[config.mk]
export PLATFORM = sky130hd
export DESIGN_NAME = power_fault_supervisor
export DESIGN_NICKNAME = d
export VERILOG_FILES = /design/src/hw/fault_pkg.sv /design/src/hw/power_fault_supervisor.sv
export SDC_FILE = /design/constraint.sdc
export NUM_CORES = 1
export LEC_CHECK = 0
export BUFFER_PORTS_ARGS = -buffer_cell sky130_fd_sc_hd__clkbuf_2
export CORE_ASPECT_RATIO = 0.9
export CORE_MARGIN = 3
export CORE_UTILIZATION = 45
export DETAILED_ROUTE_END_ITERATION = 12
export SLEW_MARGIN = 0
export SYNTH_ARGS = -nofsm -noshare
export SYNTH_HDL_FRONTEND = slang
export SYNTH_SLANG_ARGS = --single-unit
export TNS_END_PERCENT = 5
[constraint.sdc]
create_clock -name hclk -period 4.64 [get_ports hclk]
set_input_delay 0.928 -clock hclk [delete_from_list [all_inputs] [get_ports hclk]]
set_output_delay 0.928 -clock hclk [all_outputs]
set_load 0.005 [all_outputs]
[src/hw/fault_pkg.sv]
// Constants, types and defaults for the power fault supervisor.
// Assumes a single 125 MHz clock and an AHB-Lite register port.
package fault_pkg;
    localparam logic [7:0] A_CONTROL = 8'h00;
    localparam logic [7:0] A_STATUS  = 8'h04;
    localparam logic [7:0] A_STAGE   = 8'h08;
    localparam logic [7:0] A_VUV_WRN = 8'h0C;
    localparam logic [7:0] A_VUV_FLT = 8'h10;
    localparam logic [7:0] A_VOV_WRN = 8'h14;
    localparam logic [7:0] A_IOUT_LIM = 8'h18;
    localparam logic [7:0] A_RAMP    = 8'h1C;
    localparam logic [7:0] A_CFG     = 8'h20;
    localparam int         NSRC      = 8;
    localparam int         NSTAGE    = 4;
    localparam int         SRC_VOUT_OV = 0;
    localparam int         SRC_VOUT_UV = 1;
    localparam int         SRC_VIN_OV  = 2;
    localparam int         SRC_VIN_UV  = 3;
    localparam int         SRC_OCP     = 4;
    localparam int         SRC_CTRL_OT = 5;
    localparam int         SRC_STAGE_OT = 6;
    localparam int         SRC_STAGE_FLT = 7;
    localparam logic [NSRC-1:0] UNLIMITED_MASK = 8'h68;
    localparam logic [NSRC-1:0] SOFT_MASK      = 8'h60;
    localparam logic [NSRC-1:0] TEMP_MASK      = 8'h60;
    localparam logic [2:0] RETRY_UNLIMITED = 3'h7;
    localparam logic [2:0] RETRY_NONE      = 3'h0;
    localparam logic [0:0] CONTROL_RESET   = 1'h1;
    localparam logic [11:0] VUV_WRN_RESET  = 12'h000;
    localparam logic [11:0] VUV_FLT_RESET  = 12'h000;
    localparam logic [11:0] VOV_WRN_RESET  = 12'hFFF;
    localparam logic [11:0] IOUT_LIM_RESET = 12'hFFF;
    localparam logic [7:0]  RAMP_RESET     = 8'h01;
    localparam int CLK_PERIOD_PS  = 8000;
    localparam int FINE_STEP_NS   = 1500;
    localparam int FINE_MAX_NS    = 327000;
    localparam int COARSE_STEP_NS = 15000;
    localparam int COARSE_MAX_NS  = 3270000;
    localparam int TEMP_STEP_US   = 5000;
    localparam int TEMP_MAX_US    = 900000;
    localparam int RETRY_SCALE    = 100;
    localparam int FINE_CYC   = (FINE_STEP_NS * 1000 + CLK_PERIOD_PS - 1) / CLK_PERIOD_PS;
    localparam int COARSE_CYC = (COARSE_STEP_NS * 1000 + CLK_PERIOD_PS - 1) / CLK_PERIOD_PS;
    localparam int TEMP_CYC_DEF = (TEMP_STEP_US * 1000 + CLK_PERIOD_PS - 1) / CLK_PERIOD_PS * 1000;
    localparam logic [8:0] FINE_LIMIT   = 9'(FINE_MAX_NS / FINE_STEP_NS);
    localparam logic [8:0] COARSE_LIMIT = 9'(COARSE_MAX_NS / COARSE_STEP_NS);
    localparam logic [8:0] TEMP_LIMIT   = 9'(TEMP_MAX_US / TEMP_STEP_US);

    typedef enum logic [1:0] {RESP_HIZ, RESP_LOW, RESP_SOFT} resp_t;
    typedef enum logic [2:0] {S_IDLE, S_DELAY, S_FAULT, S_RETRY, S_LATCH} src_state_t;

    typedef struct packed {
        logic [1:0] response;
        logic [2:0] retries;
        logic [9:0] retry_delay;
        logic [9:0] fault_delay;
    } cfg_t;

    typedef struct packed {
        logic              ctrl_pin;
        logic              vin_above_on;
        logic              vin_below_off;
        logic              vin_ov;
        logic              vin_uv;
        logic              vout_ov_fast;
        logic              vout_uv_fast;
        logic              ctrl_temp_hot;
        logic              ctrl_temp_cool;
        logic [NSTAGE-1:0] stage_hot;
        logic [NSTAGE-1:0] stage_cool;
        logic [NSTAGE-1:0] stage_fault_ind;
        logic [NSTAGE-1:0] stage_temp_low;
    } sense_t;

    function automatic cfg_t default_cfg(input int idx);
        cfg_t c;
        c = '0;
        c.retries  = UNLIMITED_MASK[idx] ? RETRY_UNLIMITED : RETRY_NONE;
        c.response = SOFT_MASK[idx] ? RESP_SOFT : RESP_HIZ;
        return c;
    endfunction : default_cfg
endpackage : fault_pkg

[src/hw/power_fault_supervisor.sv]
// Fault grading, delay, retry and modulator response for a multi-phase controller.
// Assumes comparator flags arrive asynchronously on pins and ADC samples on hclk.
//
// The placing of the registers and the AHB-Lite register port were left to the implementer.
`timescale 1ns/10ps
module power_fault_supervisor
    import fault_pkg::*;
#(
    parameter int TEMP_CYC    = TEMP_CYC_DEF,
    parameter int RFINE_CYC   = FINE_CYC * RETRY_SCALE,
    parameter int RCOARSE_CYC = COARSE_CYC * RETRY_SCALE,
    parameter int RTEMP_CYC   = TEMP_CYC_DEF * RETRY_SCALE
)
(
    input  wire logic        hclk,
    input  wire logic        hresetn,
    input  wire logic        hsel,
    input  wire logic [31:0] haddr,
    input  wire logic [1:0]  htrans,
    input  wire logic        hwrite,
    input  wire logic [2:0]  hsize,
    input  wire logic [31:0] hwdata,
    input  wire logic        hready,
    output logic             hreadyout,
    output logic             hresp,
    output logic [31:0]      hrdata,
    input  wire sense_t      sense,
    input  wire logic [11:0] vout_sample,
    input  wire logic        vout_sample_valid,
    input  wire logic [11:0] iout_sample,
    input  wire logic        iout_sample_valid,
    output logic             modulator_enable,
    output logic             pwm_tristate,
    output logic             pwm_force_low,
    output logic             softoff_req,
    output logic [7:0]       ramp_down_rate
);
    localparam int NUNIT = 6;
    localparam int unit_period [NUNIT] = '{FINE_CYC, COARSE_CYC, TEMP_CYC, RFINE_CYC, RCOARSE_CYC, RTEMP_CYC};

    sense_t            s1;
    sense_t            s;
    logic              pin_prev;
    logic              op_enable;
    logic [11:0]       vuv_wrn;
    logic [11:0]       vuv_flt;
    logic [11:0]       vov_wrn;
    logic [11:0]       iout_lim;
    cfg_t              cfg [NSRC];
    logic [11:0]       stage_status;
    logic              uv_fault_adc;
    logic              uv_warn;
    logic              ov_warn;
    logic              ocp_hit;
    logic              vin_ok;
    logic              mod_started;
    logic [7:0]        addr_q;
    logic              wr_q;
    logic [NUNIT-1:0]  tick;
    logic [NSRC-1:0]   active;
    logic [NSRC-1:0]   act_hiz;
    logic [NSRC-1:0]   act_low;
    logic [NSRC-1:0]   act_soft;
    logic [31:0]       rd_word;

    // Clamp a delay field to its range
    function automatic logic [8:0] delay_count(input logic [9:0] f, input logic temp);
        logic [8:0] lim;
        lim = temp ? TEMP_LIMIT : (f[9] ? COARSE_LIMIT : FINE_LIMIT);
        return (f[8:0] > lim) ? lim : f[8:0];
    endfunction : delay_count

    // Pick the step tick for a delay field
    function automatic logic tick_sel(input logic [9:0] f, input logic temp, input logic [2:0] t);
        return temp ? t[2] : (f[9] ? t[1] : t[0]);
    endfunction : tick_sel

    // Two-flop synchroniser on all pin flags
    always_ff @(posedge hclk or negedge hresetn)
    begin
        if (!hresetn)
        begin
            s1       <= '0;
            s        <= '0;
            pin_prev <= 1'b0;
        end
        else
        begin
            s1       <= sense;
            s        <= s1;
            pin_prev <= s.ctrl_pin;
        end
    end

    wire pin_fall = pin_prev & ~s.ctrl_pin;

    // Step dividers for fault and retry units
    generate
        for (genvar u = 0; u < NUNIT; u++)
        begin : g_unit
            logic [25:0] cnt;
            wire         wrap = (cnt == 26'(unit_period[u] - 1));
            always_ff @(posedge hclk or negedge hresetn)
            begin
                if (!hresetn)
                begin
                    cnt     <= '0;
                    tick[u] <= 1'b0;
                end
                else
                begin
                    cnt     <= wrap ? 26'h0000000 : cnt + 26'h0000001;
                    tick[u] <= wrap;
                end
            end
        end
    endgenerate

    // ADC sample grading
    always_ff @(posedge hclk or negedge hresetn)
    begin
        if (!hresetn)
        begin
            uv_fault_adc <= 1'b0;
            uv_warn      <= 1'b0;
            ov_warn      <= 1'b0;
            ocp_hit      <= 1'b0;
        end
        else
        begin
            if (vout_sample_valid)
            begin
                uv_fault_adc <= vout_sample < vuv_flt;
                uv_warn      <= (vout_sample < vuv_wrn) && (vout_sample >= vuv_flt);
                ov_warn      <= vout_sample > vov_wrn;
            end
            if (iout_sample_valid)
            begin
                ocp_hit <= iout_sample > iout_lim;
            end
        end
    end

    wire [NSRC-1:0] cond = {|s.stage_fault_ind, |s.stage_hot, s.ctrl_temp_hot, ocp_hit,
                            s.vin_uv, s.vin_ov, s.vout_uv_fast | uv_fault_adc, s.vout_ov_fast};
    wire [NSRC-1:0] restart_ok = {~cond[7], &s.stage_cool, s.ctrl_temp_cool, ~cond[4:0]};

    // Per-source delay, retry and latch sequencing
    generate
        for (genvar i = 0; i < NSRC; i++)
        begin : g_src
            src_state_t state;
            src_state_t next_state;
            logic [8:0] timer;
            logic [8:0] next_timer;
            logic [2:0] used;
            logic [2:0] next_used;
            wire  [8:0] dcnt  = delay_count(cfg[i].fault_delay, TEMP_MASK[i]);
            wire  [8:0] rcnt  = delay_count(cfg[i].retry_delay, TEMP_MASK[i]);
            wire        dtick = tick_sel(cfg[i].fault_delay, TEMP_MASK[i], tick[2:0]);
            wire        rtick = tick_sel(cfg[i].retry_delay, TEMP_MASK[i], tick[5:3]);
            wire        can_retry = (cfg[i].retries == RETRY_UNLIMITED) || (used < cfg[i].retries);

            always_comb
            begin
                next_state = state;
                next_timer = timer;
                next_used  = used;
                case (state)
                    S_IDLE:
                    begin
                        if (cond[i])
                        begin
                            next_state = (dcnt == 9'h000) ? S_FAULT : S_DELAY;
                            next_timer = dcnt;
                        end
                    end
                    S_DELAY:
                    begin
                        if (!cond[i])
                            next_state = S_IDLE;
                        else if (timer == 9'h000)
                            next_state = S_FAULT;
                        else if (dtick)
                            next_timer = timer - 9'h001;
                    end
                    S_FAULT:
                    begin
                        if (can_retry)
                        begin
                            next_state = S_RETRY;
                            next_timer = rcnt;
                            next_used  = (cfg[i].retries == RETRY_UNLIMITED) ? used : used + 3'h1;
                        end
                        else
                            next_state = S_LATCH;
                    end
                    S_RETRY:
                    begin
                        if (timer == 9'h000)
                        begin
                            next_state = restart_ok[i] ? S_IDLE : S_FAULT;
                            next_used  = restart_ok[i] ? 3'h0 : used;
                        end
                        else if (rtick)
                            next_timer = timer - 9'h001;
                    end
                    S_LATCH:
                    begin
                        if (pin_fall)
                        begin
                            next_state = S_IDLE;
                            next_used  = 3'h0;
                        end
                    end
                    default:
                        next_state = S_IDLE;
                endcase
            end

            always_ff @(posedge hclk or negedge hresetn)
            begin
                if (!hresetn)
                begin
                    state <= S_IDLE;
                    timer <= '0;
                    used  <= '0;
                end
                else
                begin
                    state <= next_state;
                    timer <= next_timer;
                    used  <= next_used;
                end
            end

            assign active[i]   = (state == S_FAULT) || (state == S_RETRY) || (state == S_LATCH);
            assign act_low[i]  = active[i] && (cfg[i].response == RESP_LOW);
            assign act_soft[i] = active[i] && (cfg[i].response == RESP_SOFT);
            assign act_hiz[i]  = active[i] && !act_low[i] && !act_soft[i];

            a_delay_discard: assert property (@(posedge hclk) disable iff (!hresetn)
                (state == S_DELAY) && !cond[i] |=> (state == S_IDLE))
                else $error("vanished detection not discarded");
            a_zero_delay: assert property (@(posedge hclk) disable iff (!hresetn)
                (state == S_IDLE) && cond[i] && (dcnt == 9'h000) |=> (state == S_FAULT) ##1 active[i])
                else $error("zero delay fault not taken at once");
            a_retry_limit: assert property (@(posedge hclk) disable iff (!hresetn)
                (state == S_FAULT) && (cfg[i].retries == RETRY_NONE) |=> (state == S_LATCH))
                else $error("no-retry fault did not latch");
            a_latch_clear: assert property (@(posedge hclk) disable iff (!hresetn)
                (state == S_LATCH) && pin_fall |=> (state == S_IDLE))
                else $error("pin cycle did not clear latch");
        end
    endgenerate

    wire enable_req = op_enable & s.ctrl_pin;
    wire init_block = ~mod_started & (|s.stage_temp_low);
    wire run        = enable_req & vin_ok & ~init_block & ~(|active);

    // Input window and start-up checks
    always_ff @(posedge hclk or negedge hresetn)
    begin
        if (!hresetn)
        begin
            vin_ok      <= 1'b0;
            mod_started <= 1'b0;
        end
        else
        begin
            vin_ok      <= s.vin_above_on | (vin_ok & ~s.vin_below_off);
            mod_started <= enable_req & (mod_started | run);
        end
    end

    wire next_hiz   = |act_hiz;
    wire next_low   = ~next_hiz & (|act_low);
    wire next_soft  = ~next_hiz & ~next_low & ((|act_soft) | (mod_started & ~vin_ok));
    wire next_en    = (run | next_soft) & ~next_hiz & ~next_low;

    always_ff @(posedge hclk or negedge hresetn)
    begin
        if (!hresetn)
        begin
            modulator_enable <= 1'b0;
            pwm_tristate     <= 1'b1;
            pwm_force_low    <= 1'b0;
            softoff_req      <= 1'b0;
        end
        else
        begin
            modulator_enable <= next_en;
            pwm_tristate     <= next_hiz | ~next_en;
            pwm_force_low    <= next_low;
            softoff_req      <= next_soft;
        end
    end

    a_hiz_priority: assert property (@(posedge hclk) disable iff (!hresetn)
        (|act_hiz) |=> pwm_tristate && !pwm_force_low && !softoff_req && !modulator_enable)
        else $error("tristate response not exclusive");
    a_low_response: assert property (@(posedge hclk) disable iff (!hresetn)
        (|act_low) && !(|act_hiz) |=> pwm_force_low && !softoff_req)
        else $error("low response not applied");
    a_low_input: assert property (@(posedge hclk) disable iff (!hresetn)
        !vin_ok && !(|act_soft) && !mod_started |=> !modulator_enable)
        else $error("output enabled below turn-on level");
    a_init_block: assert property (@(posedge hclk) disable iff (!hresetn)
        init_block && !(|act_soft) |=> !modulator_enable ##1 !$rose(mod_started) || !init_block)
        else $error("output enabled with stage temperature low");

    // AHB-Lite slave, zero wait states
    wire       take   = hsel & hready & htrans[1] & (hsize == 3'b010);
    wire       is_cfg = (addr_q[7:5] == A_CFG[7:5]);
    wire [2:0] cfg_ix = addr_q[4:2];
    wire [7:0] rd_ix  = haddr[7:0];
    wire [11:0] stage_set = {s.stage_temp_low & ~{NSTAGE{mod_started}}, s.stage_hot, s.stage_fault_ind};
    wire [11:0] stage_clr = (wr_q && addr_q == A_STAGE) ? hwdata[11:0] : 12'h000;
    wire [15:0] status_word = {softoff_req, pwm_force_low, pwm_tristate, modulator_enable,
                               init_block, ~vin_ok, ov_warn, uv_warn, active};

    always_comb
    begin
        rd_word = 32'h00000000;
        if (rd_ix[7:5] == A_CFG[7:5])
            rd_word = {7'h00, cfg[rd_ix[4:2]]};
        else
        begin
            case (rd_ix)
                A_CONTROL:  rd_word = {31'h00000000, op_enable};
                A_STATUS:   rd_word = {16'h0000, status_word};
                A_STAGE:    rd_word = {20'h00000, stage_status};
                A_VUV_WRN:  rd_word = {20'h00000, vuv_wrn};
                A_VUV_FLT:  rd_word = {20'h00000, vuv_flt};
                A_VOV_WRN:  rd_word = {20'h00000, vov_wrn};
                A_IOUT_LIM: rd_word = {20'h00000, iout_lim};
                A_RAMP:     rd_word = {24'h000000, ramp_down_rate};
                default:    rd_word = 32'h00000000;
            endcase
        end
    end

    always_ff @(posedge hclk or negedge hresetn)
    begin
        if (!hresetn)
        begin
            hreadyout    <= 1'b1;
            hresp        <= 1'b0;
            hrdata       <= '0;
            addr_q       <= '0;
            wr_q         <= 1'b0;
            stage_status <= '0;
        end
        else
        begin
            hreadyout    <= 1'b1;
            hresp        <= 1'b0;
            wr_q         <= take & hwrite;
            addr_q       <= take ? haddr[7:0] : addr_q;
            hrdata       <= (take && !hwrite) ? rd_word : hrdata;
            stage_status <= (stage_status & ~stage_clr) | stage_set;
        end
    end

    a_stage_sticky: assert property (@(posedge hclk) disable iff (!hresetn)
        s.stage_fault_ind[0] |=> stage_status[0] ##1 (stage_status[0] || $past(stage_clr[0])))
        else $error("stage fault status not kept");

    // Writable configuration
    always_ff @(posedge hclk or negedge hresetn)
    begin
        if (!hresetn)
        begin
            op_enable      <= CONTROL_RESET;
            vuv_wrn        <= VUV_WRN_RESET;
            vuv_flt        <= VUV_FLT_RESET;
            vov_wrn        <= VOV_WRN_RESET;
            iout_lim       <= IOUT_LIM_RESET;
            ramp_down_rate <= RAMP_RESET;
        end
        else if (wr_q && !is_cfg)
        begin
            case (addr_q)
                A_CONTROL:  op_enable      <= hwdata[0];
                A_VUV_WRN:  vuv_wrn        <= hwdata[11:0];
                A_VUV_FLT:  vuv_flt        <= hwdata[11:0];
                A_VOV_WRN:  vov_wrn        <= hwdata[11:0];
                A_IOUT_LIM: iout_lim       <= hwdata[11:0];
                A_RAMP:     ramp_down_rate <= hwdata[7:0];
                default:    op_enable      <= op_enable;
            endcase
        end
    end

    generate
        for (genvar i = 0; i < NSRC; i++)
        begin : g_cfg
            always_ff @(posedge hclk or negedge hresetn)
            begin
                if (!hresetn)
                    cfg[i] <= default_cfg(i);
                else if (wr_q && is_cfg && (cfg_ix == 3'(i)))
                    cfg[i] <= cfg_t'(hwdata[24:0]);
            end
        end
    endgenerate
endmodule : power_fault_supervisor
Word level (Yosys, flattened, before mapping)
Index checks and enable logic that the tools add are counted.
{"block": "totals", "regBits": 653, "input_bits": 125, "out_inout_bits": 46, "wordCells": 765}
{"block": "op_classes", "n_addsub": 22, "n_lt_le_gt_ge": 30, "n_eq_ne": 181, "muxes": 209, "n_bitwise": 40, "reduce_logical": 168}
{"operator": "$mux 9", "n": 72}
{"operator": "$pmux 9 s4", "n": 8}
{"operator": "$mux 3", "n": 73}
{"operator": "$ne 2x2->1 const B", "n": 88}
{"operator": "$add 26x1->26 const B", "n": 6}
{"operator": "$mux 26", "n": 6}
{"operator": "$gt 9x8->1 const B", "n": 16}
{"operator": "$logic_not 9->1", "n": 16}
{"operator": "$pmux 16 s8", "n": 1}
{"operator": "$pmux 3 s5", "n": 8}
{"operator": "$bmux 25 s3", "n": 1}
{"operator": "$mux 25", "n": 3}
{"operator": "$pmux 3 s3", "n": 8}
{"operator": "$sub 9x1->9 const B", "n": 8}
{"operator": "$eq 8x5->1 const B", "n": 8}
{"operator": "$reduce_and 8->1", "n": 8}
{"operator": "$eq 3x3->1 const B", "n": 20}
{"operator": "$eq 3x2->1 const B", "n": 19}
{"operator": "$reduce_and 6->1", "n": 8}
{"operator": "$logic_and 1x1->1", "n": 45}
{"operator": "$reduce_and 4->1", "n": 9}
{"operator": "$eq 3x1->1 const B", "n": 11}
{"operator": "$eq 8x4->1 const B", "n": 4}
{"operator": "$mux 2", "n": 16}
{"operator": "37 further kinds", "n": 188}

Depth between registers and ports, before layout
Gate-level depths: netlist of the first run.
{"block": "logic_depth", "ltp_word": 18, "depth_mapped": 10, "depth_no_buf": 8}

Worst setup path after synthesis of the first run
No wires, ideal clock.
{"block": "synth_timing", "kind": "in2reg", "startpoint": "in haddr[3]", "endpoint": "reg hrdata[0]", "setup_time_ps": 126, "t_arrival_ps": 2486, "t_required_ps": 4514, "path_slack_ps": 2028, "stages": 7, "path_buffers": 3, "path_cell_list": "buf_2 buf_2 buf_2 mux4_2 mux2i_1 nor2_1 o32a_1"}
{"block": "synth_between", "elab_chain_cells": 5, "elab_cells_between_ends": 14, "classes_between": "eq/ne: 7; mux: 5; bitwise: 1; reduce/logical: 1"}
{"element": "start: declaration", "line": "power_fault_supervisor.sv:18", "rtl": "input wire logic [31:0] haddr,"}
{"element": "$not 3->4 (not written as such)", "line": "power_fault_supervisor.sv:326", "rtl": "rd_word = {7'h00, cfg[rd_ix[4:2]]};"}
{"element": "$bmux 25 s3", "line": "power_fault_supervisor.sv:326"}
{"element": "$mux 25 (not written as such) (2 in series)", "line": "power_fault_supervisor.sv:326"}
{"element": "$mux 25 *", "line": "power_fault_supervisor.sv:325", "rtl": "if (rd_ix[7:5] == A_CFG[7:5])"}
{"element": "end signal: assignment", "line": "power_fault_supervisor.sv:360", "rtl": "hrdata <= (take && !hwrite) ? rd_word : hrdata;"}
{"element": "end: declaration", "line": "power_fault_supervisor.sv:26", "rtl": "output logic [31:0] hrdata,"}
Every way passes the cells marked *; elsewhere a longest branch is shown, timed or not. The select of a mux whose other input is x is not followed.
A chain may end at the register's enable or synchronous reset.

Final worst setup path of the first run
{"block": "layout_timing", "startpoint": "reg cfg[72] (netlist bit)", "endpoint": "reg g_src[5].timer[7]"}
{"block": "layout_between", "elab_chain_cells": 4, "elab_cells_between_ends": 5, "classes_between": "order compare: 1; eq/ne: 2; reduce/logical: 2"}
{"element": "start: declaration", "line": "power_fault_supervisor.sv:49", "rtl": "cfg_t cfg [NSRC];"}
{"element": "start signal: indexed assignment", "line": "power_fault_supervisor.sv:401", "rtl": "cfg[i] <= default_cfg(i);"}
{"element": "start signal: indexed assignment", "line": "power_fault_supervisor.sv:403", "rtl": "cfg[i] <= cfg_t'(hwdata[24:0]);"}
{"element": "$lt 3x3->1 or $eq 3x3->1 (tied branches)", "line": "power_fault_supervisor.sv:162", "rtl": "wire can_retry = (cfg[i].retries == RETRY_UNLIMITED) || (used < cfg[i].retries);"}
{"element": "$logic_or 1x1->1 *", "line": "power_fault_supervisor.sv:162"}
{"element": "$ne 2x2->1 (no source line) *"}
{"element": "$reduce_and 8->1 (no source line) *"}
{"element": "end signal: assignment", "line": "power_fault_supervisor.sv:232", "rtl": "timer <= next_timer;"}
{"element": "end: declaration", "line": "power_fault_supervisor.sv:154", "rtl": "logic [8:0] timer;"}
Every way passes the cells marked *; elsewhere a longest branch is shown, timed or not.

==> metrics.md, run 1 <==
| Metric | Value |
|---|---|
| Number of I/O port buffers | 129 |
| Mapped Cells | 3152 |
| CTS Hold Buffers Added | 0 |
| Post-synth EDFFs | 0 |
| Maximum buffer depth of the clock tree | 3 |
| Outcome | finished, final reports clean |
| Final Instance Area | 0.03777 mm2 |
| First-pass GRT wire length | 150200 um |
| Reg2reg end | g_src[5].timer[7] |
| Vias/cell | 6.025 |
| Initial antenna violation count | 3 |
| Nets | 3483 |
| Startpoint types | register |
| DRC | 0 |
| Clk sinks | 646 |
| Final Setup Violations | 0 |
| Clk network pwr share | 0.343 |
| Synthesized area | 0.03365 mm2 |
| Share of the synthesized area in the top cell type | 0.4521 |
| Most common cell on crit path | o21ai_0 |
| Fmax | 317.5 MHz |
| GRT Total Usage | 0.2473 |
| Register clock-pin slew on the reported worst setup and hold paths | 0.06 ns |
| Worst R2R Path Depth | 8 |
| Via Count | 25860 |
| Period utilisation layout | 0.6788 |
| Dpl cell area | 0.03530 mm2 |
| DR pass1 iterations | 7 |
| Unrepaired setup endpoints after global routing | no |
| Slew margin rel. | 0.1495 |
| Delay-heaviest family, CP | simple AND/OR/NAND/NOR gates |
| Hold Path Class | primary input to async pin |
| Largest net degree at the start of global routing | 111 |
| Critical path class | register to register |
| Ports | 171 |
| Die height | 265.4 um |
| IR drop worst, VDD | 0.2702 mV |
| Startpoint of the worst register-to-register path | cfg[72] |
| Die X | 294.3 um |
| Critical Path RT | 5.14 ns |
| Crit Path Max Fanout | 16 |
| Max-Cap Viols | 0 |
| Leakage | 16.44 nW |
| Fin Clk Skew | 0.02151 ns |
| Die area | 0.07811 mm2 |
| Total Power | 17.33 mW |
| #FFs+latches synth | 646 |
| Detailed Route Iter0 Violations | 2288 |
| Filler cell count | 6501 |
| Yosys warns | 0 |
| Sw power | 5.749 mW |
| Final Util | 0.5130 |
| Comb pwr share | 0.244 |
| Switching Fraction | 0.3318 |
| WP buf/inv | 1 |
| Measured slew at the worst slew-check pin | 1.265 ns |
| Setup bufs post-CTS | 0 |
| Netlist cell types | 95 |
| Final Max Tran Viols | 0 |
| DP HPWL | 70860 um |
| Core footprint | 0.07363 mm2 |
| Rows | 94 |
| Clock Tree Root | clkbuf_16 |
| Flop2flop setup slack | 1.49 ns |
| Flop pwr share | 0.413 |
| Min Tclk post-route | 3.150 ns |
| CTS buffer count | 72 |
| Async SR Flop Fraction | 1.000 |
| Setup TNS | 0 ns |
| Routed wire length | 97020 um |
| Syn Area/Cell | 10.68 um2 |
| Top cells by area, synth | dfrtp_1 (45%), mux2_2 (9.2%), mux4_2 (3.5%), ha_1 (3.2%), nor2_1 (3.1%) |
| Vias in the first global route | 25290 |
| Area occupied by registers | 0.01621 mm2 |
| H-tree depth | 3 |
| Layout cells sized above 1 | 0.2061 |
| Post-route ant nets | 0 |
| RD Place Congestion | 0.9548 |
| Sequential fraction of the synthesis area | 0.4817 |
| CP endpoint kind | register |
| Grt ovf | 0 |
| Top FF cell, synth | dfrtp_1 |
| Max stage delay on crit path | 1.06 ns |
| Multi-input logic area | 0.01643 mm2 |
| Worst path depth | 8 |
| Initial core utilization | 0.4571 |
| Hold_ws | 0.3182 ns |
| Number of hold violations in the final report | 0 |
| Internal Power | 11.58 mW |
| # resized after CTS | 0 |
| Area Growth Syn to Fin | 12.23% |
| Crit-path slowest cell | nor4_2 |
| Largest area contributor in the netlist | dfrtp_1 |
| Clk_lat worst skew | 0.62 ns |
| Power per cell area | 458.7 mW/mm2 |
| Critical path, cell by cell | inv_1 -> ha_1 -> a21oi_1 -> o21ai_0 -> and4_1 -> nor4_2 -> o21ai_0 -> a22o_1 |
| CTS tree | yes |
| Critical path arrival | 3.65 ns |
| Drt wl/cell | 22.61 um |
final cells by class:
cell class / count / area share
Timing Repair Buffer: 161 / 0.02551
Inverter: 133 / 0.01322
Multi-Input combinational cell: 2258 / 0.4350
Clock inverter: 24 / 0.008513
Clock buffer: 107 / 0.05655
Sequential cell: 646 / 0.4292
Tap cell: 960 / 0.03180
Antenna cell: 3 / 0.0001988
worst max path at each step:
stage | from | end | slack, ns
floorplan | haddr[3] | hrdata[0] | 2.03
detailed placement | haddr[2] | hrdata[2] | 1.28
finish | cfg[72] | g_src[5].timer[7] | 1.49
global route | cfg[72] | g_src[5].timer[7] | 1.20
CTS | cfg[72] | g_src[5].timer[7] | 1.54
global placement | haddr[2] | hrdata[2] | 1.31
synthesized netlist by cell type (11+ instances only):
library cell and n:
nor2_1 276, o22ai_1 21, a22o_1 14, a222oi_1 16, nor2b_1 57, ha_1 86
a211oi_1 21, a21oi_1 113, a221oi_1 13, nor3b_1 21, xor2_1 73, dfrtp_1 608
nand3_1 97, or4_1 12, xnor2_1 84, dfstp_2 38, clkbuf_1 75, and3_1 39
nor4_1 46, inv_1 133, mux4_2 53, nand4_1 61, and2_1 16, o21a_1 11
mux2_2 274, nor4b_1 14, a21o_1 31, a31oi_1 24, o21ai_0 188, mux2i_1 47
nand2b_1 43, nand2_1 215, nor3_1 89, buf_2 32, a22oi_1 15
worst register-to-register path, delay by kind of cell (launching register included):
kind                     cells  cell delay, ns
adder cells (fa/ha/maj)      1            0.30
AND/OR/NAND/NOR              2            1.30
AO/OA/AOI/OAI                4            0.85
buffers and inverters        1            0.05
flip-flops                   1            0.55
placed cells by master (no fill, tap or decap), drive strengths merged, types with 14 or more instances in the layout:
cell and count:
dfrtp 608, nor2 277, mux2 274, clkbuf 234
nand2 215, o21ai 191, inv 135, a21oi 113
nand3 97, nor3 91, ha 86, xnor2 84
xor2 73, nand4 61, nor2b 57, mux4 53
nor4 50, mux2i 47, nand2b 43, and3 39
dfstp 38, buf 34, a21o 31, a31oi 24
a211oi 24, nor3b 22, o22ai 21, nor4b 17
and2 16, a222oi 16, a22oi 15, a22o 14
power by group through the flow:
stage	Combinational (mW)	Sequential (mW)	Clock [mW]
floorplan	3.26	6.82	0
global placement	4.04	7.18	0
detailed placement	4.18	7.22	0
CTS	4.20	7.13	6.08
global route	4.72	7.26	6.32
finish	4.23	7.16	5.94
per-layer routing:
metal | share of wire | global-route usage
met5 | 0 | 0
met2 | 0.46 | 0.3876
met4 | 0.028 | 0.07282
met1 | 0.45 | 0.3535
met3 | 0.062 | 0.04275
registers in the layout (all words and copies together) (netlist names), 20 cells and up:
signal       cells
g_src.used      24
cfg            200
g_unit.cnt     156
g_src.timer     72
hrdata          25
s1              25
s               20
g_src.state     24
kinds of logic after synthesis:
group	count (synthesis)	synth area share
AND/OR/NAND/NOR	1038	0.1570
flip-flops	646	0.4817
AO/OA/AOI/OAI	594	0.1160
multiplexers	374	0.1411
buffers and inverters	255	0.03108
XOR/XNOR	157	0.04086
adder cells (fa/ha/maj)	86	0.03197
other	2	0.0002231
stage by stage:
step           setup slack, ns  cells
4_1_cts                  1.537   4288
6_report                 1.490   4292
3_5_place_dp             1.277   4157
5_1_grt                  1.204   4290
2_1_floorplan            2.028   3159
3_3_place_gp             1.310   4157
(Power assumes the default switching activity.)
==> run 2, diff against run 1 <==
clock period = 3.1 ns   (was 4.64 ns; I/O delays follow)
==> run 2 against run 1 <==
Effect of this change: non-clock buffer count up 45; hold slack worse by 0.22 ns; fmax up 19%; power up 50%; clock skew up 0.0062 ns; sequential power up 49%; critical endpoint is now g_src[6].timer[4]; highest routed layer is now met5.
==> metrics.md, run 2 (same netlist as run 1, synthesis figures left out) <==
| Metric | Value |
|---|---|
| Startpoint types | register (unchanged) |
| Ports | 171 (unchanged) |
| Setup bufs post-CTS | 0 (unchanged) |
| Unrepaired setup endpoints after global routing | no (unchanged) |
| Final Instance Area | 0.03811 mm2 (was 0.03777 mm2) |
| Biggest regs | cfg (200), g_unit.cnt (156), g_src.timer (72) (unchanged) |
| Most frequent cells in the layout | dfrtp_1 (608), nor2_1 (276), mux2_2 (274) (unchanged) |
| Worst setup endpoint | g_src[6].timer[4] (was g_src[5].timer[7]) |
| CP endpoint kind | register (unchanged) |
| Multi-input logic area | 0.01643 mm2 (about the same) |
| Final Max Tran Viols | 0 (unchanged) |
| Crit Path Max Fanout | 9 (was 16) |
| Detailed Route Iter0 Violations | 2132 (was 2288) |
| Clock Tree Root | clkbuf_16 (unchanged) |
| Filler cell count | 6525 (was 6501) |
| Via Count | 25860 (about the same) |
| Critical path arrival | 3.14 ns (was 3.65 ns) |
| Die area | 0.07811 mm2 (unchanged) |
| Core footprint | 0.07363 mm2 (unchanged) |
| DR pass1 iterations | 9 (was 7) |
| Power per cell area | 680.5 mW/mm2 (was 458.7 mW/mm2) |
| GRT Total Usage | 0.2505 (was 0.2473) |
| Critical path class | register to register (unchanged) |
| Initial core utilization | 0.4571 (unchanged) |
| Number of hold violations in the final report | 0 (unchanged) |
| Die X | 294.3 um (unchanged) |
| # resized after CTS | 0 (unchanged) |
| Reg2reg end | g_src[6].timer[4] (was g_src[5].timer[7]) |
| Period utilisation layout | 0.8508 (was 0.6788) |
| Vias/cell | 5.962 (was 6.025) |
| Fin Clk Skew | 0.02771 ns (was 0.02151 ns) |
| First-pass GRT wire length | 152300 um (was 150200 um) |
| Worst R2R Path Depth | 7 (was 8) |
| Rows | 94 (unchanged) |
| Clk sinks | 646 (unchanged) |
| CTS Hold Buffers Added | 1 (was 0) |
| Most flop-heavy register | cfg (unchanged) |
| RD Place Congestion | 0.9346 (was 0.9548) |
| Number of I/O port buffers | 129 (unchanged) |
| Initial antenna violation count | 9 (was 3) |
| Final Setup Violations | 0 (unchanged) |
| Largest net degree at the start of global routing | 92 (was 111) |
| Startpoint of the worst register-to-register path | cfg[47] (was cfg[72]) |
| DRC | 0 (unchanged) |
| IR drop worst, VDD | 0.4489 mV (was 0.2702 mV) |
| Drt wl/cell | 22.53 um (was 22.61 um) |
| Clk_lat worst skew | 0.63 ns (was 0.62 ns) |
| Number of flip-flops under the largest register name | 200 (unchanged) |
| Layout cells sized above 1 | 0.2145 (was 0.2061) |
| Flop2flop setup slack | 0.46 ns (was 1.49 ns) |
| Dpl cell area | 0.03568 mm2 (was 0.03530 mm2) |
| Hold Path Class | primary input to register (was primary input to async pin) |
| Hold Startpoint | sense[21] |
| Nets | 3527 (was 3483) |
| Maximum buffer depth of the clock tree | 3 (unchanged) |
| Area Growth Syn to Fin | 13.24% (was 12.23%) |
| Min Tclk post-route | 2.637 ns (was 3.150 ns) |
| CTS buffer count | 71 (was 72) |
| Outcome | finished, final reports clean (unchanged) |
| Fmax | 379.2 MHz (was 317.5 MHz) |
| Die height | 265.4 um (unchanged) |
| Max-Cap Viols | 0 (unchanged) |
| Slew margin rel. | 0.2742 (was 0.1495) |
| DP HPWL | 72350 um (was 70860 um) |
| H-tree depth | 3 (unchanged) |
| Routed wire length | 97730 um (was 97020 um) |
| CP startpoint | cfg[47] (was cfg[72]) |
| Post-route ant nets | 0 (unchanged) |
| Grt ovf | 0 (unchanged) |
| Most common library cell in the layout ignoring fill and taps | dfrtp_1 (unchanged) |
| Leakage | 16.65 nW (was 16.44 nW) |
| Measured slew at the worst slew-check pin | 1.089 ns (was 1.265 ns) |
| Setup TNS | 0 ns (unchanged) |
| Area occupied by registers | 0.01621 mm2 (unchanged) |
| Critical Path RT | 3.60 ns (was 5.14 ns) |
| Vias in the first global route | 25940 (was 25290) |
| Register clock-pin slew on the reported worst setup and hold paths | 0.06 ns (about the same) |
| CTS tree | yes (unchanged) |
run 2: worst min path at each step:
stage / to / slack [ns] / depth (start not counted)
floorplan: addr_q[0] / 0.32 / 0
global placement: s[10] / 0.33 / 0
detailed placement: s[11] / 0.33 / 0
CTS: s1[21] / 0.07 / 1
global route: s1[7] / 0.07 / 1
finish: s1[21] / 0.10 / 1
run 2: worst max-delay path, stage by stage (launching register included):
cell and delay (ns):
dfstp_2 0.57, inv_1 0.06, ha_1 0.27, o21ai_0 0.18
a21oi_1 0.18, a221o_1 0.52, nor2_2 0.37, mux2_2 0.38
run 2: power breakdown:
| group | switching [mW] | total, mW | internal [mW] | leakage [nW] |
|---|---|---|---|---|
| logic | 3.83 | 6.50 | 2.67 | 7.57 |
| clock network | 3.53 | 8.74 | 5.21 | 1.17 |
| registers | 1.27 | 10.7 | 9.41 | 7.90 |
| total | 8.64 | 25.9 | 17.3 | 16.6 |
run 2: layer usage:
metal	vias to the layer above	track usage	wire length [um]
met5	-	0	13
met4	2	0.06621	2409
met3	146	0.05043	7008
met2	861	0.4011	45340
met1	13030	0.3491	42950
li1	11830	-	-
run 2: through the flow:
| stage | total power [mW] | hold WS [ns] | util | setup WS [ns] | instances |
|---|---|---|---|---|---|
| 2_1_floorplan | 15.09 | 0.3244 | - | 0.7959 | 3159 |
| 3_3_place_gp | 16.98 | 0.3321 | 0.4847 | 0.4780 | 4202 |
| 3_5_place_dp | 17.22 | 0.3347 | 0.4847 | 0.4660 | 4202 |
| 4_1_cts | 26.05 | 0.07076 | 0.5174 | 0.4901 | 4331 |
| 5_1_grt | 27.39 | 0.07357 | 0.5175 | 0.3672 | 4336 |
| 6_report | 25.93 | 0.1010 | 0.5176 | 0.4625 | 4338 |
run 2: final cells by class:
class	instances	share of cell area
Antenna cell	7	0.0004596
Clock buffer	108	0.05532
Clock inverter	20	0.007584
Inverter	133	0.01310
Multi-Input combinational cell	2258	0.4311
Sequential cell	646	0.4254
Tap cell	960	0.03152
Timing Repair Buffer	206	0.03552
